`src/ldsc_pkg.sv`:
```
// constants of the serial led driver control block
// Operation
// - shift serial input on shift clock rise
// - whole packet first, then load strobe latches
// - packets are sent and read msb first
// - bit leaving register drives serial output
// - mode selects 192 or 96 bit register
// - mode low loads greyscale, high dot correction
// - reset gives greyscale mode, cleared register
// - error line low on thermal or open, on thermal warning instead while disabled with mode high
// - output disable masks open flags from error
// - thermal error flag kept in status data
// - open flag sampled 1us after switch on
// - short flags only in serial status data and apb flags register
// - open flags shifted out in greyscale cycle
// - stagger channels per step, on and off
// - output disable forces all channels off
// - output disable clears greyscale counter
// - enabled channels follow greyscale only, correction is stored
// - greyscale latch loads status packet into register
// - status packet field positions as listed
// - pwm starts on disable fall, compare switches off
// - reset values dot correction 63, greyscale 4095
package ldsc_pkg;
   localparam int NCH = 16;
   localparam int GS_W = 12;
   localparam int DC_W = 6;
   localparam int SR_GS_LEN = 192;
   localparam int SR_DC_LEN = 96;
   localparam int CNT_W = 13;
   localparam logic [CNT_W-1:0] CNT_END = 13'h1000;
   localparam logic [GS_W-1:0] GS_RST = 12'hfff;
   localparam logic [DC_W-1:0] DC_RST = 6'h3f;
   localparam int SID_OPEN_LSB = 176;
   localparam int SID_TEF = 175;
   localparam int SID_TWF = 174;
   localparam int SID_DC_LSB = 72;
   localparam int SID_OPEN2_LSB = 16;
   localparam int SID_SHORT_LSB = 0;
   localparam int CLK_PERIOD_NS = 50;
   localparam int OPEN_SAMPLE_NS = 1000;
   localparam int OPEN_SAMPLE_CYC = (OPEN_SAMPLE_NS + CLK_PERIOD_NS - 1) / CLK_PERIOD_NS;
   localparam int DELAY_STEP_NS = 30;
   localparam int DELAY_STEP_CYC = (DELAY_STEP_NS / CLK_PERIOD_NS < 1) ? 1 :
      DELAY_STEP_NS / CLK_PERIOD_NS;
   localparam int DLY_LEN = NCH * DELAY_STEP_CYC;
   localparam int ADDR_W = 12;
   localparam logic [ADDR_W-1:0] OFS_CTRL = 12'h000;
   localparam logic [ADDR_W-1:0] OFS_STATUS = 12'h004;
   localparam logic [ADDR_W-1:0] OFS_FLAGS = 12'h008;
   localparam logic [ADDR_W-1:0] OFS_COUNT = 12'h00c;
   localparam int CTRL_DETECT_BIT = 0;
   localparam int CTRL_DELAY_BIT = 1;
   localparam logic [1:0] CTRL_RST = 2'h1;
endpackage : ldsc_pkg

```
`src/ldsc_top.sv`:
```
// serial led driver control: shift chain, latches, pwm, error line, apb
`timescale 1ns/1ps
module ldsc_top (
   input wire logic I_CORE_CLK,
   input wire logic I_SRST,
   input wire logic I_SHIFT_CLK,
   input wire logic I_SERIAL_IN,
   input wire logic I_LOAD_STROBE,
   input wire logic I_MODE,
   input wire logic I_OUTPUT_DISABLE,
   input wire logic I_PWM_COUNT_CLOCK,
   input wire logic I_THERMAL_ERROR,
   input wire logic I_THERMAL_WARNING,
   input wire logic [ldsc_pkg::NCH-1:0] I_OPEN_CMP,
   input wire logic [ldsc_pkg::NCH-1:0] I_SHORT_CMP,
   input wire logic I_PSEL,
   input wire logic I_PENABLE,
   input wire logic I_PWRITE,
   input wire logic [ldsc_pkg::ADDR_W-1:0] I_PADDR,
   input wire logic [31:0] I_PWDATA,
   output logic [31:0] O_PRDATA,
   output logic O_PREADY,
   output logic O_PSLVERR,
   output logic O_SERIAL_OUT,
   output logic [ldsc_pkg::NCH-1:0] O_CHANNEL_OUTPUT,
   output logic O_ERROR_LINE_N_O,
   output logic O_ERROR_LINE_N_OE
);
   import ldsc_pkg::*;

   localparam int NPIN = 8 + 2 * NCH;

   function automatic logic [SR_GS_LEN-1:0] ldsc_status(
      input logic [NCH-1:0] open_f,
      input logic [NCH-1:0] short_f,
      input logic thermal_error_flag,
      input logic thermal_warning_flag,
      input logic [NCH*DC_W-1:0] dc_flat
   );
      logic [SR_GS_LEN-1:0] s;
      s = '0;
      s[SID_OPEN_LSB +: NCH] = open_f;
      s[SID_TEF] = thermal_error_flag;
      s[SID_TWF] = thermal_warning_flag;
      s[SID_DC_LSB +: NCH*DC_W] = dc_flat;
      s[SID_OPEN2_LSB +: NCH] = open_f;
      s[SID_SHORT_LSB +: NCH] = short_f;
      return s;
   endfunction : ldsc_status

   // pin synchronisers
   logic [NPIN-1:0] pin_raw;
   logic [NPIN-1:0] pin_meta_r;
   logic [NPIN-1:0] pin_sync_r;
   logic [2:0] edge_prev_r;
   logic sclk_s, sin_s, ld_s, mode_s, od_s, pclk_s, tef_s, twf_s;
   logic [NCH-1:0] open_cmp_s, short_cmp_s;
   logic sclk_rise, ld_rise, pclk_rise;

   assign pin_raw = {I_SHIFT_CLK, I_SERIAL_IN, I_LOAD_STROBE, I_MODE, I_OUTPUT_DISABLE,
      I_PWM_COUNT_CLOCK, I_THERMAL_ERROR, I_THERMAL_WARNING, I_OPEN_CMP, I_SHORT_CMP};

   always_ff @(posedge I_CORE_CLK) begin
      if (I_SRST) begin
         pin_meta_r <= '0;
         pin_sync_r <= '0;
      end else begin
         pin_meta_r <= pin_raw;
         pin_sync_r <= pin_meta_r;
      end
   end

   assign {sclk_s, sin_s, ld_s, mode_s, od_s, pclk_s, tef_s, twf_s, open_cmp_s, short_cmp_s} =
      pin_sync_r;

   always_ff @(posedge I_CORE_CLK) begin
      if (I_SRST) begin
         edge_prev_r <= '0;
      end else begin
         edge_prev_r <= {sclk_s, ld_s, pclk_s};
      end
   end

   assign sclk_rise = sclk_s & ~edge_prev_r[2];
   assign ld_rise = ld_s & ~edge_prev_r[1];
   assign pclk_rise = pclk_s & ~edge_prev_r[0];

   // control register
   logic [1:0] ctrl_r;
   logic detect_en, delay_en;
   assign detect_en = ctrl_r[CTRL_DETECT_BIT];
   assign delay_en = ctrl_r[CTRL_DELAY_BIT];

   // greyscale and dot correction storage
   logic [GS_W-1:0] gs_r [NCH];
   logic [DC_W-1:0] dc_r [NCH];
   logic [NCH*DC_W-1:0] dc_flat;
   logic [NCH-1:0] open_flag_r, short_flag_r;
   logic [SR_GS_LEN-1:0] sr_r;

   always_comb begin
      for (int ch = 0; ch < NCH; ch++) begin
         dc_flat[ch*DC_W +: DC_W] = dc_r[ch];
      end
   end

   // input shift register, msb first, load strobe latch
   always_ff @(posedge I_CORE_CLK) begin
      if (I_SRST) begin
         sr_r <= '0;
      end else if (ld_rise && !mode_s) begin
         sr_r <= ldsc_status(open_flag_r, short_flag_r, tef_s, twf_s, dc_flat);
      end else if (sclk_rise) begin
         sr_r <= {sr_r[SR_GS_LEN-2:0], sin_s};
      end
   end

   always_ff @(posedge I_CORE_CLK) begin
      if (I_SRST) begin
         O_SERIAL_OUT <= 1'b0;
      end else if (mode_s) begin
         O_SERIAL_OUT <= sr_r[SR_DC_LEN-1];
      end else begin
         O_SERIAL_OUT <= sr_r[SR_GS_LEN-1];
      end
   end

   always_ff @(posedge I_CORE_CLK) begin
      if (I_SRST) begin
         for (int ch = 0; ch < NCH; ch++) begin
            gs_r[ch] <= GS_RST;
            dc_r[ch] <= DC_RST;
         end
      end else if (ld_rise) begin
         for (int ch = 0; ch < NCH; ch++) begin
            if (mode_s) begin
               dc_r[ch] <= sr_r[ch*DC_W +: DC_W];
            end else begin
               gs_r[ch] <= sr_r[ch*GS_W +: GS_W];
            end
         end
      end
   end

   // greyscale counter
   logic [CNT_W-1:0] cnt_r;
   logic [NCH-1:0] raw_on_r;

   always_ff @(posedge I_CORE_CLK) begin
      if (I_SRST) begin
         cnt_r <= '0;
      end else if (od_s) begin
         cnt_r <= '0;
      end else if (pclk_rise && cnt_r != CNT_END) begin
         cnt_r <= cnt_r + 13'h0001;
      end
   end

   always_ff @(posedge I_CORE_CLK) begin
      if (I_SRST) begin
         raw_on_r <= '0;
      end else if (od_s) begin
         raw_on_r <= '0;
      end else if (pclk_rise) begin
         for (int ch = 0; ch < NCH; ch++) begin
            if (cnt_r == CNT_END || cnt_r == {1'b0, gs_r[ch]}) begin
               raw_on_r[ch] <= 1'b0;
            end else if (cnt_r == '0) begin
               raw_on_r[ch] <= 1'b1;
            end
         end
      end
   end

   // staggered switching: channel n lags n steps on both edges
   logic [NCH-1:0] dly_r [DLY_LEN];
   logic [NCH-1:0] stag_on;

   always_ff @(posedge I_CORE_CLK) begin
      if (I_SRST) begin
         for (int k = 0; k < DLY_LEN; k++) begin
            dly_r[k] <= '0;
         end
      end else begin
         dly_r[0] <= raw_on_r;
         for (int k = 1; k < DLY_LEN; k++) begin
            dly_r[k] <= dly_r[k-1];
         end
      end
   end

   always_comb begin
      for (int ch = 0; ch < NCH; ch++) begin
         if (delay_en && ch > 0) begin
            stag_on[ch] = dly_r[ch*DELAY_STEP_CYC-1][ch];
         end else begin
            stag_on[ch] = raw_on_r[ch];
         end
      end
   end

   always_ff @(posedge I_CORE_CLK) begin
      if (I_SRST) begin
         O_CHANNEL_OUTPUT <= '0;
      end else if (od_s) begin
         O_CHANNEL_OUTPUT <= '0;
      end else begin
         O_CHANNEL_OUTPUT <= stag_on;
      end
   end

   // led fault detection, sampled a fixed time after switch on
   logic [4:0] on_cnt_r [NCH];

   always_ff @(posedge I_CORE_CLK) begin
      if (I_SRST) begin
         for (int ch = 0; ch < NCH; ch++) begin
            on_cnt_r[ch] <= '0;
         end
         open_flag_r <= '0;
         short_flag_r <= '0;
      end else begin
         for (int ch = 0; ch < NCH; ch++) begin
            if (!O_CHANNEL_OUTPUT[ch]) begin
               on_cnt_r[ch] <= '0;
            end else if (on_cnt_r[ch] != 5'(OPEN_SAMPLE_CYC)) begin
               on_cnt_r[ch] <= on_cnt_r[ch] + 5'h01;
               if (on_cnt_r[ch] == 5'(OPEN_SAMPLE_CYC - 1) && detect_en) begin
                  open_flag_r[ch] <= open_cmp_s[ch];
                  short_flag_r[ch] <= short_cmp_s[ch];
               end
            end
         end
      end
   end

   // open-drain error line
   logic err_assert;
   always_comb begin
      if (od_s) begin
         err_assert = mode_s ? twf_s : tef_s;
      end else begin
         err_assert = tef_s | (|open_flag_r);
      end
   end

   always_ff @(posedge I_CORE_CLK) begin
      if (I_SRST) begin
         O_ERROR_LINE_N_OE <= 1'b0;
      end else begin
         O_ERROR_LINE_N_OE <= err_assert;
      end
   end

   always_ff @(posedge I_CORE_CLK) begin
      O_ERROR_LINE_N_O <= 1'b0;
   end

   // apb slave, one wait state per access
   logic apb_acc, apb_done;
   logic [31:0] rd_val;
   logic rd_err;
   assign apb_acc = I_PSEL & I_PENABLE;
   assign apb_done = apb_acc & O_PREADY;

   always_comb begin
      rd_val = '0;
      rd_err = 1'b0;
      if (I_PADDR == OFS_CTRL) begin
         rd_val[1:0] = ctrl_r;
      end else if (I_PADDR == OFS_STATUS) begin
         rd_val[3:0] = {mode_s, od_s, twf_s, tef_s};
      end else if (I_PADDR == OFS_FLAGS) begin
         rd_val = {short_flag_r, open_flag_r};
      end else if (I_PADDR == OFS_COUNT) begin
         rd_val[CNT_W-1:0] = cnt_r;
      end else begin
         rd_err = 1'b1;
      end
   end

   always_ff @(posedge I_CORE_CLK) begin
      if (I_SRST) begin
         O_PREADY <= 1'b0;
         O_PRDATA <= '0;
         O_PSLVERR <= 1'b0;
      end else if (apb_acc && !O_PREADY) begin
         O_PREADY <= 1'b1;
         O_PRDATA <= I_PWRITE ? 32'h0000_0000 : rd_val;
         O_PSLVERR <= rd_err;
      end else begin
         O_PREADY <= 1'b0;
         O_PRDATA <= '0;
         O_PSLVERR <= 1'b0;
      end
   end

   always_ff @(posedge I_CORE_CLK) begin
      if (I_SRST) begin
         ctrl_r <= CTRL_RST;
      end else if (apb_done && I_PWRITE && I_PADDR == OFS_CTRL) begin
         ctrl_r <= I_PWDATA[1:0];
      end
   end

   // helper: cycles channel 2 has stood on, for the fault sample check
   logic [4:0] chk_on2_r;

   always_ff @(posedge I_CORE_CLK) begin
      if (I_SRST) begin
         chk_on2_r <= '0;
      end else if (!O_CHANNEL_OUTPUT[2]) begin
         chk_on2_r <= '0;
      end else if (chk_on2_r != 5'h1f) begin
         chk_on2_r <= chk_on2_r + 5'h01;
      end
   end
endmodule : ldsc_top

```
`config.mk`:
```
export PLATFORM = sky130hd
export DESIGN_NAME = ldsc_top
export DESIGN_NICKNAME = d
export VERILOG_FILES = /design/src/ldsc_pkg.sv /design/src/ldsc_top.sv
export SDC_FILE = /design/constraint.sdc
export NUM_CORES = 1
export LEC_CHECK = 0
export BUFFER_PORTS_ARGS = -buffer_cell sky130_fd_sc_hd__clkbuf_2
export CAP_MARGIN = 20
export CORE_MARGIN = 4
export CORE_UTILIZATION = 62
export DETAILED_ROUTE_END_ITERATION = 7
export PLACE_DENSITY = 0.89
export SYNTH_ARGS = -nofsm -noshare
export SYNTH_HDL_FRONTEND = slang
export SYNTH_SLANG_ARGS = --single-unit
```
`constraint.sdc`:
```
create_clock -name I_CORE_CLK -period 11.55 [get_ports I_CORE_CLK]
set_input_delay 1.7325 -clock I_CORE_CLK [delete_from_list [all_inputs] [get_ports I_CORE_CLK]]
set_output_delay 1.7325 -clock I_CORE_CLK [all_outputs]
set_load 0.1 [all_outputs]
```
# Yosys cells after proc, flatten, opt, wreduce, memory -nomap -nowiden
# Memory sizes are Yosys's and may differ from the RTL's.
# Cells that the tools add are included.
[totals]
out_inout_bits = 53
reg_bits = 390
ramBits = 624
input_bits = 89
n_memories = 4
[mem_list]
columns = ["memory", "depth", "word_bits", "read_ports", "rd_clocked_by_memory_dff", "wr", "line_no", "rtl"]
rows = [
  ["dly_r", 16, 16, 15, 0, 16, "ldsc_top.sv:176", "logic [NCH-1:0] dly_r [DLY_LEN];"],
  ["gs_r", 16, 12, 16, 0, 16, "ldsc_top.sv:95", "logic [GS_W-1:0] gs_r [NCH];"],
  ["dc_r", 16, 6, 16, 0, 16, "ldsc_top.sv:96", "logic [DC_W-1:0] dc_r [NCH];"],
  ["on_cnt_r", 16, 5, 16, 0, 16, "ldsc_top.sv:213", "logic [4:0] on_cnt_r [NCH];"],
]
[op_classes]
n_eq_ne = 53
bitwise = 91
add_sub_neg = 17
reduce_logical = 98
mux = 246
[ops]
columns = ["cell", "count"]
rows = [
  ["two-way mux 192 bit", 2],
  ["two-way mux 16 bit", 16],
  ["== test 13 x 12 -> 1 bit", 16],
  ["two-way mux 12 bit", 16],
  ["two-way mux 1 bit", 160],
  ["two-way mux 5 bit", 32],
  ["two-way mux 6 bit", 16],
  ["bitwise OR 1 bit", 81],
  ["adder 5 x 1 -> 5 bit (second input constant)", 16],
  ["== test 5 bit (second input constant)", 16],
  ["!= test 5 bit (second input constant)", 16],
  ["AND reduction 3 bit", 16],
  ["nonzero test 2 bit", 17],
  ["AND reduction 2 bit", 16],
  ["two-way mux 13 bit", 2],
  ["== test 12 x 4 -> 1 bit (second input constant)", 2],
  ["logical AND 1 bit", 21],
  ["logical OR 1 bit", 16],
  ["OR reduction 16 bit", 1],
  ["adder 13 x 1 -> 13 bit (second input constant)", 1],
  ["== test 13 bit (second input constant)", 1],
  ["logical NOT 13 bit", 1],
  ["!= test 13 bit (second input constant)", 1],
  ["== test 12 x 3 -> 1 bit (second input constant)", 1],
  ["11 further kinds", 22],
]

# Longest topological paths before layout
# An unclocked memory read counts as a cell.
[depth]
word_depth = 7
ltp_mapped = 9
depth_no_buf = 6

# Worst setup path before layout
# Ideal clock, no wire load.
[synth_timing]
path_kind = "in2reg"
startpoint = "input I_SRST"
endpoint = "memory gs_r[0][0], enable pin"
path_slack_ns = 3.592
cell_stages = 3
arrival_time_ns = 7.325
path_buffers = 2
setup_ns = 0.633
cell_sequence = "buf_6 > nand2b_1 > clkbuf_1"
[synth_lines]
columns = ["item", "line_no", "rtl"]
rows = [
  ["from (decl)", "ldsc_top.sv:5", "input wire logic I_SRST,"],
  ["to (decl)", "ldsc_top.sv:95", ""],
]

==> flow_summary.ini <==
[floorplanning]
start_util_pct = 62.7
rows = 86
die_h_um = 244
core_mm2 = 0.0552
dieArea_mm2 = 0.0597
die_w_um = 244
io_pins = 142

[power_and_ir_drop]
p_int_uw = 5070
p_leak_uw = 0.0130
comb_power_share_pct = 4.2
ir_worst_vdd_uv = 148
power.share.switching_pct = 22.0
power_density_mw_per_mm2 = 169
pwr-share-seq_pct = 52.0
net-switching-power_uw = 1430
clkPwrFrac_pct = 43.8

[detailed_routing]
routed_via_density = 5.96
totalWireLength_um = 81100
firstDrtPassIters = 7
drc = 0
drt-wirelength-per-cell_um = 20.2
num_vias = 23913
ant_nets = 0
drtIter0Drc = 2391

[synthesis]
ys_ff_latch = 878
yosysSeqAreaShare_pct = 61.4
yosys_warnings = 0
syn_area_mm2 = 0.0346
syn_avg_cell_area_um2 = 10.9
ys_types = 47
synthCells = 3174
synth-edff-count = 368
syn-num-nets = 3297
synthFlopType = dfxtp_1
ys_async_sr_fraction_pct = 0

[clock_network]
clk_latency_ps = 650
htree_num_levels = 3
clk_pin_slew_ps = 60
root_buffer = clkbuf_16
post_cts_buffers = 0
tritoncts = built
clock_path_buffers = 3
clock_sinks = 878
post_cts_resized = 0
cts_buffers = 83
hold_buffers = 0

[cells_and_area]
register_area_mm2 = 0.0213
nets = 3314
fillers = 3477
drive_above_1_share_pct = 12.2
multi_input_comb_area_mm2 = 0.0124
areaGrowthSynthToFinish_pct = 11.2
fin_util_pct = 69.7

[global_routing]
grt_max_degree = 243
antenna_found_initial = 1
gr-total-overflow = 0
grt_pass1_vias = 23505
grt_use_total_pct = 26.7
grt_pass1_wl_um = 127000

[setup_path]
path_buf_inv = 2
rr_endpoint = gs_r[1][77]
cp_max_fo = 101
cp_slowest_cell = nand2b_4
crit_path_end_kind = flip-flop
regToRegStartpoint = pin_sync_r[36]
critPathArrivalTime_ps = 4280
rrSetupSlack_ps = 8140
required_ps = 11800
crit_path_cell_trace = buf_8 > nand2b_4 > buf_4
crit_family = buffers and inverters
start_kind = input port
crit_type = in -> reg
r2r_cells = 3
cpPeakStageDelay_ps = 970

[timing]
post-route-period-util_pct = 34.9
worst_pin_slew_ps = 1160
fin_setup_tns_ps = 0
layout_min_cycle_time_ps = 4030
rsz0062_at_grt = false
slew_viol_final = 0
max_freq_mhz = 248
hold_viol = 0
finClkSkew_ps = 32.4
finalSetupViolations = 0
max_slew_margin_pct = 21.9

[placement]
gp_congestion = 0.839
portBuffers = 110
post-dp-hpwl_um = 45800

[min_path]
holdPathStages = 1
hold_end = dly_r[1][31]
hold_class = reg -> reg
hold_start = dly_r[1][15]

[run_status]
status = finished clean

[run]
max-cap-violations = 0
[power by group through the flow]
stage          combinational [uW]  sequential (uW)  clock [uW]
2_1_floorplan                 192             3450           0
3_3_place_gp                  258             3440           0
3_5_place_dp                  266             3450           0
4_1_cts                       272             3380        2870
5_1_grt                       298             3390        2990
6_report                      274             3380        2850
[cells in the mapped netlist, types with 2 or more instances]
master    number  area (um2)
a31oi_1       32         200
o21bai_1      16         120
a211oi_1       5        37.5
edfxtp_1     368       11100
dfxtp_1      510       10200
nand2b_1       5        31.3
clkbuf_1     182         683
mux2i_1       56         561
nor2_1       261         980
buf_6          3        33.8
nor4_1        30         188
buf_2         20         100
or2_2        110         688
xor2_1        34         298
buf_1          8        30.0
a22o_1         9        78.8
nand4_1       53         332
nand3_1       70         350
a311oi_1     114         998
and2_1        21         131
a221oi_1       2        17.5
xnor2_1      214        1870
and3_1        16         100
nor2b_1      251        1570
nand3b_1       2        15.0
and4_1        15         131
a21oi_1       50         250
nor3_1        22         110
or3_1        182        1140
ha_1          34         425
nand2_1      428        1610
inv_1         36         135
[flip-flops by register name, indices dropped and copies added (netlist names), 32 cells and up]
signal	count
O_PRDATA	32
dc_r	96
dly_r	120
gs_r	192
on_cnt_r	80
pin_meta_r	40
pin_sync_r	40
sr_r	192
[worst max-delay path by stage]
stage	from	endpoint	slack (ps)	cells past startpoint
2_1_floorplan	I_SRST	gs_r[0][0]	3590	3
5_1_grt	I_SRST	gs_r[1][78]	7380	3
4_1_cts	I_SRST	gs_r[1][50]	7610	3
6_report	I_SRST	gs_r[1][77]	7520	3
3_3_place_gp	I_SRST	gs_r[0][76]	6950	3
3_5_place_dp	I_SRST	gs_r[0][76]	6950	3
[cells in the final DEF (no fill, tap or decap), types with 9 or more instances in the layout]
cell,n
dfxtp_1,510
nand2_1,428
edfxtp_1,368
nor2_1,261
nor2b_1,250
xnor2_1,214
or3_1,182
a311oi_1,114
or2_2,110
clkbuf_2,109
clkbuf_16,91
nand3_1,70
mux2i_1,56
nand4_1,53
a21oi_1,50
inv_1,36
xor2_1,34
ha_1,34
buf_4,33
a31oi_1,32
nor4_1,30
nor3_1,22
and2_1,21
clkbuf_1,18
clkinv_2,17
o21bai_1,16
and3_1,16
and4_1,15
a22o_1,9
[layer usage]
metal	track usage [%]	vias to the layer above	wire, um
met5	0	-	0
met4	11.3	0	3550
met3	4.69	264	7030
met2	43.4	1158	38600
met1	35.7	11566	31900
li1	-	10925	-
[logic make-up after synthesis]
logic type                 synth area share (%)
buffers and inverters                      2.87
and+or+nand+nor                            21.6
AOI/OAI and AO/OA                          5.00
muxes                                      1.62
adders and majority gates                  1.23
xor gates and xnor gates                   6.28
DFF                                        61.4
other                                    0.0108
[stage by stage]
step	std cells	setup WS (ps)	hold WS [ps]	power [uW]	cell area (um2)
6_report	4010	7520	417	6500	38500
5_1_grt	4009	7380	433	6670	38500
4_1_cts	4008	7610	419	6520	38500
3_5_place_dp	3853	6950	424	3710	35600
3_3_place_gp	3853	6950	416	3700	35600
2_1_floorplan	3174	3590	414	3640	34600
[layout make-up]
type	instances	area share [%]
Sequential cell	878	55.2
Multi-Input combinational cell	2045	32.2
Clock buffer	116	6.34
Tap cell	748	2.43
Timing Repair Buffer	147	2.27
Clock inverter	39	1.18
Inverter	36	0.351
Antenna cell	1	0.00650
(Power assumes the default switching activity.)
